## src/shared/gpd_pkg.sv

```systemverilog
// Overview of operation
// input register returns current pin levels
// read/write output latch drives output pins
// set/clear upper half clears latch bits
// set/clear lower half sets latch bits
// set wins over clear in one write
// set/clear register holds no state
// clear register low bits clear latch
// direction bit: 0 input, 1 output
// input enable bit enables input path
// disabled input path samples as zero
// reset clears latch, direction, enable
// write-only reads zero, effect next cycle
package gpd_pkg;
	// ------------------------------------------------------------
	// widths
	// ------------------------------------------------------------
	localparam int GPD_PINS = 16;
	localparam int GPD_AW = 8;
	localparam int GPD_DW = 32;
	// half boundary inside the set/clear word
	localparam int GPD_CLR_LSB = 16;
	// ------------------------------------------------------------
	// register byte offsets
	// ------------------------------------------------------------
	localparam logic [GPD_AW-1:0] GPD_OFS_DIR = 8'h00;
	localparam logic [GPD_AW-1:0] GPD_OFS_INEN = 8'h04;
	localparam logic [GPD_AW-1:0] GPD_OFS_OUT = 8'h20;
	localparam logic [GPD_AW-1:0] GPD_OFS_SETCLR = 8'h24;
	localparam logic [GPD_AW-1:0] GPD_OFS_CLR = 8'h28;
	// input sample register has no printed offset
	localparam logic [GPD_AW-1:0] GPD_OFS_IN = 8'h1C;
	// ------------------------------------------------------------
	// reset values
	// ------------------------------------------------------------
	localparam logic [15:0] GPD_RST_PORT = 16'h0000;
	localparam logic [31:0] GPD_RD_ZERO = 32'h0000_0000;
	// bus slave states
	typedef enum logic [0:0] {GPD_IDLE, GPD_ANS} gpd_bus_e;
endpackage

```

## src/rtl/gpd_pin_cell.sv

```systemverilog
`timescale 1ns/10ps
// one pin: direction, output drive, gated input sampling
module gpd_pin_cell (
	// clock and reset
	input wire logic clk_sys_i,
	input wire logic rst_i,
	// control
	input wire logic dir_i,
	input wire logic inen_i,
	input wire logic latch_i,
	// pin
	input wire logic pin_i,
	output logic pin_o,
	output logic pin_oe_o,
	// sampled value
	output logic sample_o
);
	logic sample_reg;
	logic sample_next;
	// gate the input path; disabled path forces zero
	always_comb begin
		sample_next = inen_i & pin_i;
	end
	// sample register
	always_ff @(posedge clk_sys_i) begin
		if (rst_i) begin
			sample_reg <= 1'b0;
		end else begin
			sample_reg <= sample_next;
		end
	end
	assign sample_o = sample_reg;
	// drive the latch only in output mode
	assign pin_o = latch_i;
	assign pin_oe_o = dir_i;
	// ------------------------------------------------------------
	// checks
	// ------------------------------------------------------------
	property p_in_gate;
		@(posedge clk_sys_i) disable iff (rst_i) !inen_i |=> !sample_o;
	endproperty
	a_in_gate: assert property (p_in_gate) else $error("disabled input sampled nonzero");
	property p_in_track;
		@(posedge clk_sys_i) disable iff (rst_i) (inen_i && pin_i) |=> sample_o;
	endproperty
	a_in_track: assert property (p_in_track) else $error("enabled high pin not sampled");
endmodule

```

## src/rtl/gpd_port.sv

```systemverilog
`timescale 1ns/10ps
// 16-pin gpio port with avalon-mm register slave
module gpd_port
	import gpd_pkg::*;
(
	// clock and reset
	input wire logic clk_sys_i,
	input wire logic rst_i,
	// avalon-mm slave
	input wire logic [gpd_pkg::GPD_AW-1:0] avs_address_i,
	input wire logic avs_read_i,
	input wire logic avs_write_i,
	input wire logic [gpd_pkg::GPD_DW-1:0] avs_writedata_i,
	input wire logic [3:0] avs_byteenable_i,
	output logic [gpd_pkg::GPD_DW-1:0] avs_readdata_o,
	output logic avs_waitrequest_o,
	output logic [1:0] avs_response_o,
	// pins
	input wire logic [gpd_pkg::GPD_PINS-1:0] pin_i,
	output logic [gpd_pkg::GPD_PINS-1:0] pin_o,
	output logic [gpd_pkg::GPD_PINS-1:0] pin_oe_o
);
	import gpd_pkg::*;

	// ------------------------------------------------------------
	// state
	// ------------------------------------------------------------
	logic [15:0] pin_direction_select_reg, pin_direction_select_next; // per-pin direction
	logic [15:0] pin_input_path_enable_reg, pin_input_path_enable_next; // per-pin input enable
	logic [15:0] pin_output_latch_bit_reg, pin_output_latch_bit_next; // output latch
	logic [15:0] pin_input_value; // gated samples from pin cells
	logic [31:0] rdata_reg, rdata_next; // registered read data
	logic [1:0] resp_reg, resp_next; // registered response
	gpd_bus_e bus_reg, bus_next; // bus phase
	logic acc; // request present in idle
	logic wr_go; // write accepted this cycle
	logic [15:0] pin_output_set_request; // set half of set/clear word
	logic [15:0] pin_output_clear_request; // combined clear requests
	logic [15:0] be_mask_lo, be_mask_hi; // byte-lane masks
	logic hit; // address maps to a register

	// ------------------------------------------------------------
	// bus slave: one wait cycle, answer on the second
	// ------------------------------------------------------------
	// byte lanes: only enabled bytes change state
	assign be_mask_lo = {{8{avs_byteenable_i[1]}}, {8{avs_byteenable_i[0]}}};
	assign be_mask_hi = {{8{avs_byteenable_i[3]}}, {8{avs_byteenable_i[2]}}};
	assign acc = (avs_read_i | avs_write_i) && bus_reg == GPD_IDLE;
	// waitrequest held while idle so every access sees one wait state
	assign avs_waitrequest_o = (avs_read_i | avs_write_i) && bus_reg == GPD_IDLE;
	assign wr_go = avs_write_i && bus_reg == GPD_ANS;
	assign avs_readdata_o = rdata_reg;
	assign avs_response_o = resp_reg;

	// address decode
	always_comb begin
		case (avs_address_i)
			GPD_OFS_DIR, GPD_OFS_INEN, GPD_OFS_OUT, GPD_OFS_SETCLR, GPD_OFS_CLR, GPD_OFS_IN: begin
				hit = 1'b1;
			end
			default: begin
				hit = 1'b0;
			end
		endcase
	end

	// read mux and phase; reads sample state at the accept cycle
	always_comb begin
		bus_next = bus_reg;
		rdata_next = rdata_reg;
		resp_next = resp_reg;
		case (bus_reg)
			GPD_IDLE: begin
				if (acc) begin
					bus_next = GPD_ANS;
					// unmapped address answers slave error
					resp_next = hit ? 2'b00 : 2'b10;
					rdata_next = GPD_RD_ZERO;
					case (avs_address_i)
						GPD_OFS_DIR: rdata_next[15:0] = pin_direction_select_reg;
						GPD_OFS_INEN: rdata_next[15:0] = pin_input_path_enable_reg;
						GPD_OFS_OUT: rdata_next[15:0] = pin_output_latch_bit_reg;
						GPD_OFS_IN: rdata_next[15:0] = pin_input_value;
						default: rdata_next = GPD_RD_ZERO;
					endcase
				end
			end
			GPD_ANS: begin
				bus_next = GPD_IDLE;
			end
			default: begin
				bus_next = GPD_IDLE;
			end
		endcase
	end

	// ------------------------------------------------------------
	// register next values
	// ------------------------------------------------------------
	always_comb begin
		pin_direction_select_next = pin_direction_select_reg;
		pin_input_path_enable_next = pin_input_path_enable_reg;
		pin_output_latch_bit_next = pin_output_latch_bit_reg;
		pin_output_set_request = GPD_RST_PORT;
		pin_output_clear_request = GPD_RST_PORT;
		if (wr_go) begin
			case (avs_address_i)
				GPD_OFS_DIR: begin
					pin_direction_select_next = (pin_direction_select_reg & ~be_mask_lo)
						| (avs_writedata_i[15:0] & be_mask_lo);
				end
				GPD_OFS_INEN: begin
					pin_input_path_enable_next = (pin_input_path_enable_reg & ~be_mask_lo)
						| (avs_writedata_i[15:0] & be_mask_lo);
				end
				GPD_OFS_OUT: begin
					pin_output_latch_bit_next = (pin_output_latch_bit_reg & ~be_mask_lo)
						| (avs_writedata_i[15:0] & be_mask_lo);
				end
				GPD_OFS_SETCLR: begin
					// modifier only: nothing of the word is stored
					pin_output_set_request = avs_writedata_i[15:0] & be_mask_lo;
					pin_output_clear_request =
						avs_writedata_i[GPD_CLR_LSB+:GPD_PINS] & be_mask_hi;
				end
				GPD_OFS_CLR: begin
					pin_output_clear_request = avs_writedata_i[15:0] & be_mask_lo;
				end
				default: begin
					pin_output_set_request = GPD_RST_PORT;
				end
			endcase
			// clear first, then set so set has priority
			if (avs_address_i == GPD_OFS_SETCLR || avs_address_i == GPD_OFS_CLR) begin
				pin_output_latch_bit_next = (pin_output_latch_bit_reg & ~pin_output_clear_request)
					| pin_output_set_request;
			end
		end
	end

	// registers: all control zero on reset
	always_ff @(posedge clk_sys_i) begin
		if (rst_i) begin
			pin_direction_select_reg <= GPD_RST_PORT;
			pin_input_path_enable_reg <= GPD_RST_PORT;
			pin_output_latch_bit_reg <= GPD_RST_PORT;
			rdata_reg <= GPD_RD_ZERO;
			resp_reg <= 2'b00;
			bus_reg <= GPD_IDLE;
		end else begin
			pin_direction_select_reg <= pin_direction_select_next;
			pin_input_path_enable_reg <= pin_input_path_enable_next;
			pin_output_latch_bit_reg <= pin_output_latch_bit_next;
			rdata_reg <= rdata_next;
			resp_reg <= resp_next;
			bus_reg <= bus_next;
		end
	end

	// ------------------------------------------------------------
	// pin cells
	// ------------------------------------------------------------
	genvar gi;
	generate
		for (gi = 0; gi < GPD_PINS; gi++) begin : g_pin
			gpd_pin_cell u_cell (
				.clk_sys_i(clk_sys_i),
				.rst_i(rst_i),
				.dir_i(pin_direction_select_reg[gi]),
				.inen_i(pin_input_path_enable_reg[gi]),
				.latch_i(pin_output_latch_bit_reg[gi]),
				.pin_i(pin_i[gi]),
				.pin_o(pin_o[gi]),
				.pin_oe_o(pin_oe_o[gi]),
				.sample_o(pin_input_value[gi])
			);
		end
	endgenerate

	// ------------------------------------------------------------
	// checks
	// ------------------------------------------------------------
	// every pin asked both ways must end up set, not just one sample pin
	property p_set_wins;
		@(posedge clk_sys_i) disable iff (rst_i)
		(wr_go && avs_address_i == GPD_OFS_SETCLR && avs_byteenable_i == 4'hF
			&& |(avs_writedata_i[15:0] & avs_writedata_i[GPD_CLR_LSB+:GPD_PINS]))
			|=> (pin_output_latch_bit_reg & $past(avs_writedata_i[15:0] & avs_writedata_i[GPD_CLR_LSB+:GPD_PINS]))
				== $past(avs_writedata_i[15:0] & avs_writedata_i[GPD_CLR_LSB+:GPD_PINS]);
	endproperty
	a_set_wins: assert property (p_set_wins) else $error("set did not win over clear");
	// all requested bits of the clear word must read back low
	property p_clr_word;
		@(posedge clk_sys_i) disable iff (rst_i)
		(wr_go && avs_address_i == GPD_OFS_CLR && avs_byteenable_i == 4'hF && |avs_writedata_i[15:0])
			|=> (pin_output_latch_bit_reg & $past(avs_writedata_i[15:0])) == GPD_RST_PORT;
	endproperty
	a_clr_word: assert property (p_clr_word) else $error("clear register did not clear");
	// clear-only pins of a set/clear write must go low
	property p_sc_clear;
		@(posedge clk_sys_i) disable iff (rst_i)
		(wr_go && avs_address_i == GPD_OFS_SETCLR && avs_byteenable_i == 4'hF
			&& |(avs_writedata_i[GPD_CLR_LSB+:GPD_PINS] & ~avs_writedata_i[15:0]))
			|=> (pin_output_latch_bit_reg & $past(avs_writedata_i[GPD_CLR_LSB+:GPD_PINS] & ~avs_writedata_i[15:0]))
				== GPD_RST_PORT;
	endproperty
	a_sc_clear: assert property (p_sc_clear) else $error("upper half did not clear");
	// every set bit of a set/clear write must read back high
	property p_sc_set;
		@(posedge clk_sys_i) disable iff (rst_i)
		(wr_go && avs_address_i == GPD_OFS_SETCLR && avs_byteenable_i == 4'hF && |avs_writedata_i[15:0])
			|=> (pin_output_latch_bit_reg & $past(avs_writedata_i[15:0])) == $past(avs_writedata_i[15:0]);
	endproperty
	a_sc_set: assert property (p_sc_set) else $error("lower half did not set");
	property p_wo_read;
		@(posedge clk_sys_i) disable iff (rst_i)
		(acc && avs_read_i && (avs_address_i == GPD_OFS_SETCLR || avs_address_i == GPD_OFS_CLR))
			|=> (avs_readdata_o == GPD_RD_ZERO && !avs_waitrequest_o);
	endproperty
	a_wo_read: assert property (p_wo_read) else $error("write-only read not zero");
	property p_hold;
		@(posedge clk_sys_i) disable iff (rst_i)
		!wr_go |=> $stable(pin_output_latch_bit_reg) && $stable(pin_direction_select_reg);
	endproperty
	a_hold: assert property (p_hold) else $error("state changed without write");
	property p_oe;
		@(posedge clk_sys_i) disable iff (rst_i) pin_oe_o == pin_direction_select_reg
			&& pin_o == pin_output_latch_bit_reg;
	endproperty
	a_oe: assert property (p_oe) else $error("pin drive mismatch");
	property p_rst;
		@(posedge clk_sys_i) rst_i |=> (pin_oe_o == GPD_RST_PORT && pin_input_path_enable_reg == GPD_RST_PORT);
	endproperty
	a_rst: assert property (p_rst) else $error("reset values wrong");
	property p_in_rd;
		@(posedge clk_sys_i) disable iff (rst_i)
		(acc && avs_read_i && avs_address_i == GPD_OFS_IN) |=> avs_readdata_o[15:0] == $past(pin_input_value);
	endproperty
	a_in_rd: assert property (p_in_rd) else $error("input read mismatch");
	c_setclr: cover property (@(posedge clk_sys_i) wr_go && avs_address_i == GPD_OFS_SETCLR);
	c_clr: cover property (@(posedge clk_sys_i) wr_go && avs_address_i == GPD_OFS_CLR);
	c_rd_in: cover property (@(posedge clk_sys_i) acc && avs_read_i && avs_address_i == GPD_OFS_IN);
	c_err: cover property (@(posedge clk_sys_i) acc && !hit);
endmodule

```

## config.mk

```make
export PLATFORM = sky130hd
export DESIGN_NAME = gpd_port
export DESIGN_NICKNAME = d
export VERILOG_FILES = /design/src/shared/gpd_pkg.sv /design/src/rtl/gpd_pin_cell.sv /design/src/rtl/gpd_port.sv
export SDC_FILE = /design/constraint.sdc
export NUM_CORES = 1
export LEC_CHECK = 0
export BUFFER_PORTS_ARGS = -buffer_cell sky130_fd_sc_hd__buf_2
export CORE_AREA = 2 2 106 82
export CTS_CLUSTER_SIZE = 25
export DETAILED_ROUTE_END_ITERATION = 7
export DIE_AREA = 0 0 108 84
export HOLD_SLACK_MARGIN = 0.02
export PLACE_DENSITY = 0.77
export SYNTH_ARGS = -nofsm -noshare
export SYNTH_HDL_FRONTEND = slang
export SYNTH_SLANG_ARGS = --single-unit
```

## constraint.sdc

```tcl
create_clock -name clk_sys_i -period 2.35 [get_ports clk_sys_i]
set_input_delay 0.47 -clock clk_sys_i [delete_from_list [all_inputs] [get_ports clk_sys_i]]
set_output_delay 0.47 -clock clk_sys_i [all_outputs]
set_load 0.1 [all_outputs]
```

# Word-level counts from Yosys, hierarchy flattened
# Cells that the tools add are included.
# Widths: inputs -> output; s select.
# totals
ff_bits	83
inputBits	64
out_inout_bits	67
elab_cells	78
# op_classes
n_eq_ne	5
mux	11
n_bitwise	30
n_reduce_logical	10
# ops
cell	count
$and 16x16->16	6
$mux 16	5
$or 16x16->16	4
$pmux 16 s4	1
$not 16->16	2
$pmux 16 s2	1
$eq 8x6->1 const B	3
$and 1x1->1	16
$eq 8x3->1 const B	1
$eq 8x5->1 const B	1
$logic_not 8->1	1
$reduce_and 2->1	4
$reduce_or 6->1	1
$logic_and 1x1->1	2
$mux 1	2
$mux 2	1
$pmux 1 s2	1
$reduce_bool 2->1	1
$logic_or 1x1->1	1
$not 1->1	1
$or 1x1->1	1

# Longest topological paths before layout
# depth
ltp_word	7
ltp_mapped	7
depth_no_buf	5

# By module
# From an unflattened synthesis, not the netlist that was laid out.
# unflattened
cells_unflattened	457
area_unflattened_um2	4186.5
# modules_own_cells
module	n_inst	cells_each	area_per_inst_um2
gpd_port	1	393	3485.8
gpd_pin_cell	16	4	43.8

# Worst setup path before layout
# Ideal clock, no wire load.
# synth_timing
path_kind	input to register
startpoint	in avs_write_i
endpoint	reg rdata_reg[7] (netlist: avs_readdata_o[7])
setup_ns	0.142
arrival_time_ns	2.269
setup_slack_ns	-0.061
path_stages	6
path_buffers	1
path_cell_list	o21bai_1 > clkinv_1 > clkbuf_1 > nand2_1 > a2bb2oi_1 > o22ai_1
# synth_between
elab_chain_cells	3
# synth_rtl
element	line	text
from (decl)	gpd_port.sv:12	input wire logic avs_write_i,
$or 1x1->1	--	
$logic_and 1x1->1	--	
named net avs_waitrequest_o	gpd_port.sv:16	output logic avs_waitrequest_o,
$reduce_and 2->1 (no source line)	--	
to (signal assigned)	gpd_port.sv:154	rdata_reg <= rdata_next;
to (decl)	gpd_port.sv:32	logic [31:0] rdata_reg, rdata_next;
# The timed path passes the listed nets, and every way through them passes these cells.
# A chain may end at the register's enable or synchronous reset.

# Final worst setup path
# layout_timing
startpoint	reg bus_reg
endpoint	out avs_waitrequest_o
# layout_between
elab_chain_cells	2
# layout_rtl
element	line	text
from (decl)	gpd_port.sv:34	gpd_bus_e bus_reg, bus_next;
from (signal assigned)	gpd_port.sv:156	bus_reg <= bus_next;
$not 1->1 (no source line)	--	
$logic_and 1x1->1	gpd_port.sv:50	assign avs_waitrequest_o = (avs_read_i | avs_write_i) && bus_reg == GPD_IDLE;
to (decl)	gpd_port.sv:16	
# Every way passes these cells.

==> impl_results.md <==
* Launching element type of the critical path: flop
* Initial antenna violation count at 0
* Starting density of the core at 0.492
* Sink Count at slightly above 80
* Cell family with most CP delay: buffers and inverters
* Average wire per standard cell at between 15 and 20 um
* Worst Skew at approximately 0.0093 ns
* Synth area leaders: dfxtp_1, buf_4, mux2i_1, nand2_1, mux2_2
* Worst-Margin Slew at just under 0.6 ns
* Fin nets at between 500 and 600
* Worst IR Drop VDD at 0.375 mV
* Critical Path AT at roughly 1.4 ns
* Type of the worst min-delay path: input port to flop
* Setup TNS at 0 ns
* Slowest stage delay, CP at 0.42 ns
* Stages on worst setup path at 3
* Crit path buffers/inverters at 2
* Count leader, synth: dfxtp_1
* Top FF cell, synth: dfxtp_1
* Worst hold slack at around 0.32 ns
* Finished Layout Cells at roughly 640
* CORE AREA at a little over 8000 um2
* Leakage power at around 2.1 nW
* # rows at 29
* Placed wire-length estimate at 8110 um
* DR pass1 iterations at 5
* FF-to-FF path depth at 4
* Fin. Hold Viols at 0
* Distinct cells, synth at 47
* Final slew viol count at 0
* Commonest cells in the netlist: dfxtp_1, buf_4, nand2_1
* Routability cong. at roughly 0.89
* DRC violations left at 0
* Dpl cells at 621
* Clock slew at reported path FFs at roughly 0.090 ns
* Cells after Synth at 442
* Cell accounting for the most synthesized area: dfxtp_1
* Max-slew headroom at 0.606
* Critical path class: flop to primary output
* Minimum clock period at 1.90 ns
* Sequential-to-total area share from yosys stat at 0.408
* Vias post-DR at ~3700
* Crit end category: primary output
* Final wirelength at 11000 um
* Share of cells above drive strength 1 at 0.331
* Post-synth EDFFs at 0
* Asr flop ratio synth at 0
* First DRT Iteration DRCs at ~260
* Clock latency on the worst-skew pair at about 0.36 ns
* Final period util at 0.807
* TritonCTS clock tree: built
* FF+latch count, synth at 82
* Power per cell area at roughly 630 nW/um2
* Cells on Worst Hold Path at 3
* Achievable frequency at about 530 MHz
* GR Overflow Total at 0
* Status: finished, final reports clean
* Setup bufs post-CTS at 0
* Hold_buf cts at 0
* Synth-to-Final Area Change at 16.2%
* Total Die Area at slightly above 9000 um2
* Num CTS Buffers at 9
* Largest net degree at the start of global routing at 31
* Die Height at ~84 um
* PostCTS Resize Cnt at 0
* Longest Clk Path Bufs at 2
* Cell area after synthesis at between 4000 and 5000 um2
* Req. time, crit path at 1.88 ns
* ANT cells at 0
* Maxcap violations at 0
* Vias in the first global route at 3443
* H-tree levels at 3
* # setup viols final at 0
* Slowest cell on crit path: buf_2
* Worst-path cell chain: o21bai_1 -> clkinv_1 -> buf_2
* RSZ-0062 raised after global routing: no
* Critical path peak fanout at 4
* IO Pins at between 100 and 150
* Port Buffers at ~110
* Global-route wire length before repair at between 15000 and 20000 um
* Root Driver: clkbuf_8
* Synth Area per Inst at approximately 9 um2
* Synth top area share at 0.408
* All-Layer GR Usage at 0.247
* Synth Warn # at 0
* Via-to-Cell Ratio at between 5 and 6
* Post-route ant nets at 0
* Die width at 108 um
-- layout by cell type (no fill, tap or decap), types with 3 or more instances in the layout --
master | netlist | final
and4_1 | 8 | 8
dfxtp_1 | 82 | 82
a221o_1 | 8 | 8
mux2i_1 | 25 | 25
conb_1 | 1 | 17
a32o_1 | 7 | 7
nor2_1 | 45 | 45
buf_4 | 50 | 18
nand4_1 | 3 | 3
o22ai_1 | 23 | 23
a22oi_1 | 15 | 15
buf_2 | 4 | 113
nor4_2 | 3 | 3
nand2_1 | 49 | 49
a2bb2oi_1 | 15 | 15
mux2_2 | 16 | 16
a31oi_1 | 8 | 8
inv_1 | 9 | 9
nand3_1 | 18 | 18
clkbuf_8 | 0 | 10
-- worst min-delay path, delay by kind of cell --
family | cells | cell delay [ns]
buf+inv | 1 | 0.09
simple gates | 2 | 0.08
-- routing by layer --
metal | global-route usage | routed length (um) | up-vias
met1 | 0.354 | 5020 | 1759
met4 | 0.0699 | 217 | 0
li1 | - | - | 1705
met3 | 0.0570 | 983 | 23
met5 | 0 | 0 | -
met2 | 0.369 | 4830 | 178
-- where the power goes --
group	total [mW]	switching (mW)	leakage (nW)	internal [mW]
clock	1.19	0.545	0.115	0.642
sequential	1.39	0.00203	0.661	1.39
combinational	0.358	0.278	1.35	0.0796
total	2.94	0.825	2.13	2.11
-- layout make-up --
cell class              instances  area, um2
flip-flops and latches         82       1640
clock buffers                  10        138
clock inverters                 6       96.3
inverters                      10       37.5
fillers                       753       3490
well taps                     108        135
repair buffers                131        701
multi-input cells             290       1920
-- cells by family (layout without fill, tap and decap cells) --
family                 count (synthesis)  in the layout  synth area share
flip-flops                            82             82             0.408
other                                  1             17          0.000933
multiplexers                          41             41             0.107
AO/OA/AOI/OAI                         86             86             0.165
buffers and inverters                 86            157             0.128
AND/OR/NAND/NOR                      145            145             0.188
XOR/XNOR                               1              1           0.00218
-- per-stage QoR --
stage | power [mW] | util | setup slack (ns) | cell area, um2
final | 2.94 | 0.572 | 0.454 | 4670
after floorplan | 1.69 | - | 0.149 | 4080
after global placement | 1.78 | 0.544 | 0.299 | 4440
after global routing | 3.03 | 0.572 | 0.353 | 4670
after detailed placement | 1.78 | 0.544 | 0.270 | 4440
after CTS | 2.94 | 0.572 | 0.457 | 4670
-- worst paths after layout --
path	startpoint	endpoint	slack, ns
min	pin_i[3]	g_pin[3].u_cell.sample_o$_SDFF_PP0_	0.32
max reg2reg	bus_reg$_SDFF_PP0_	flop	0.66
max	bus_reg$_SDFF_PP0_	avs_waitrequest_o	0.45
min reg2reg	flop	g_pin[6].u_cell.sample_o$_SDFF_PP0_	0.46
No activity file was read; power rests on OpenSTA's default activity.
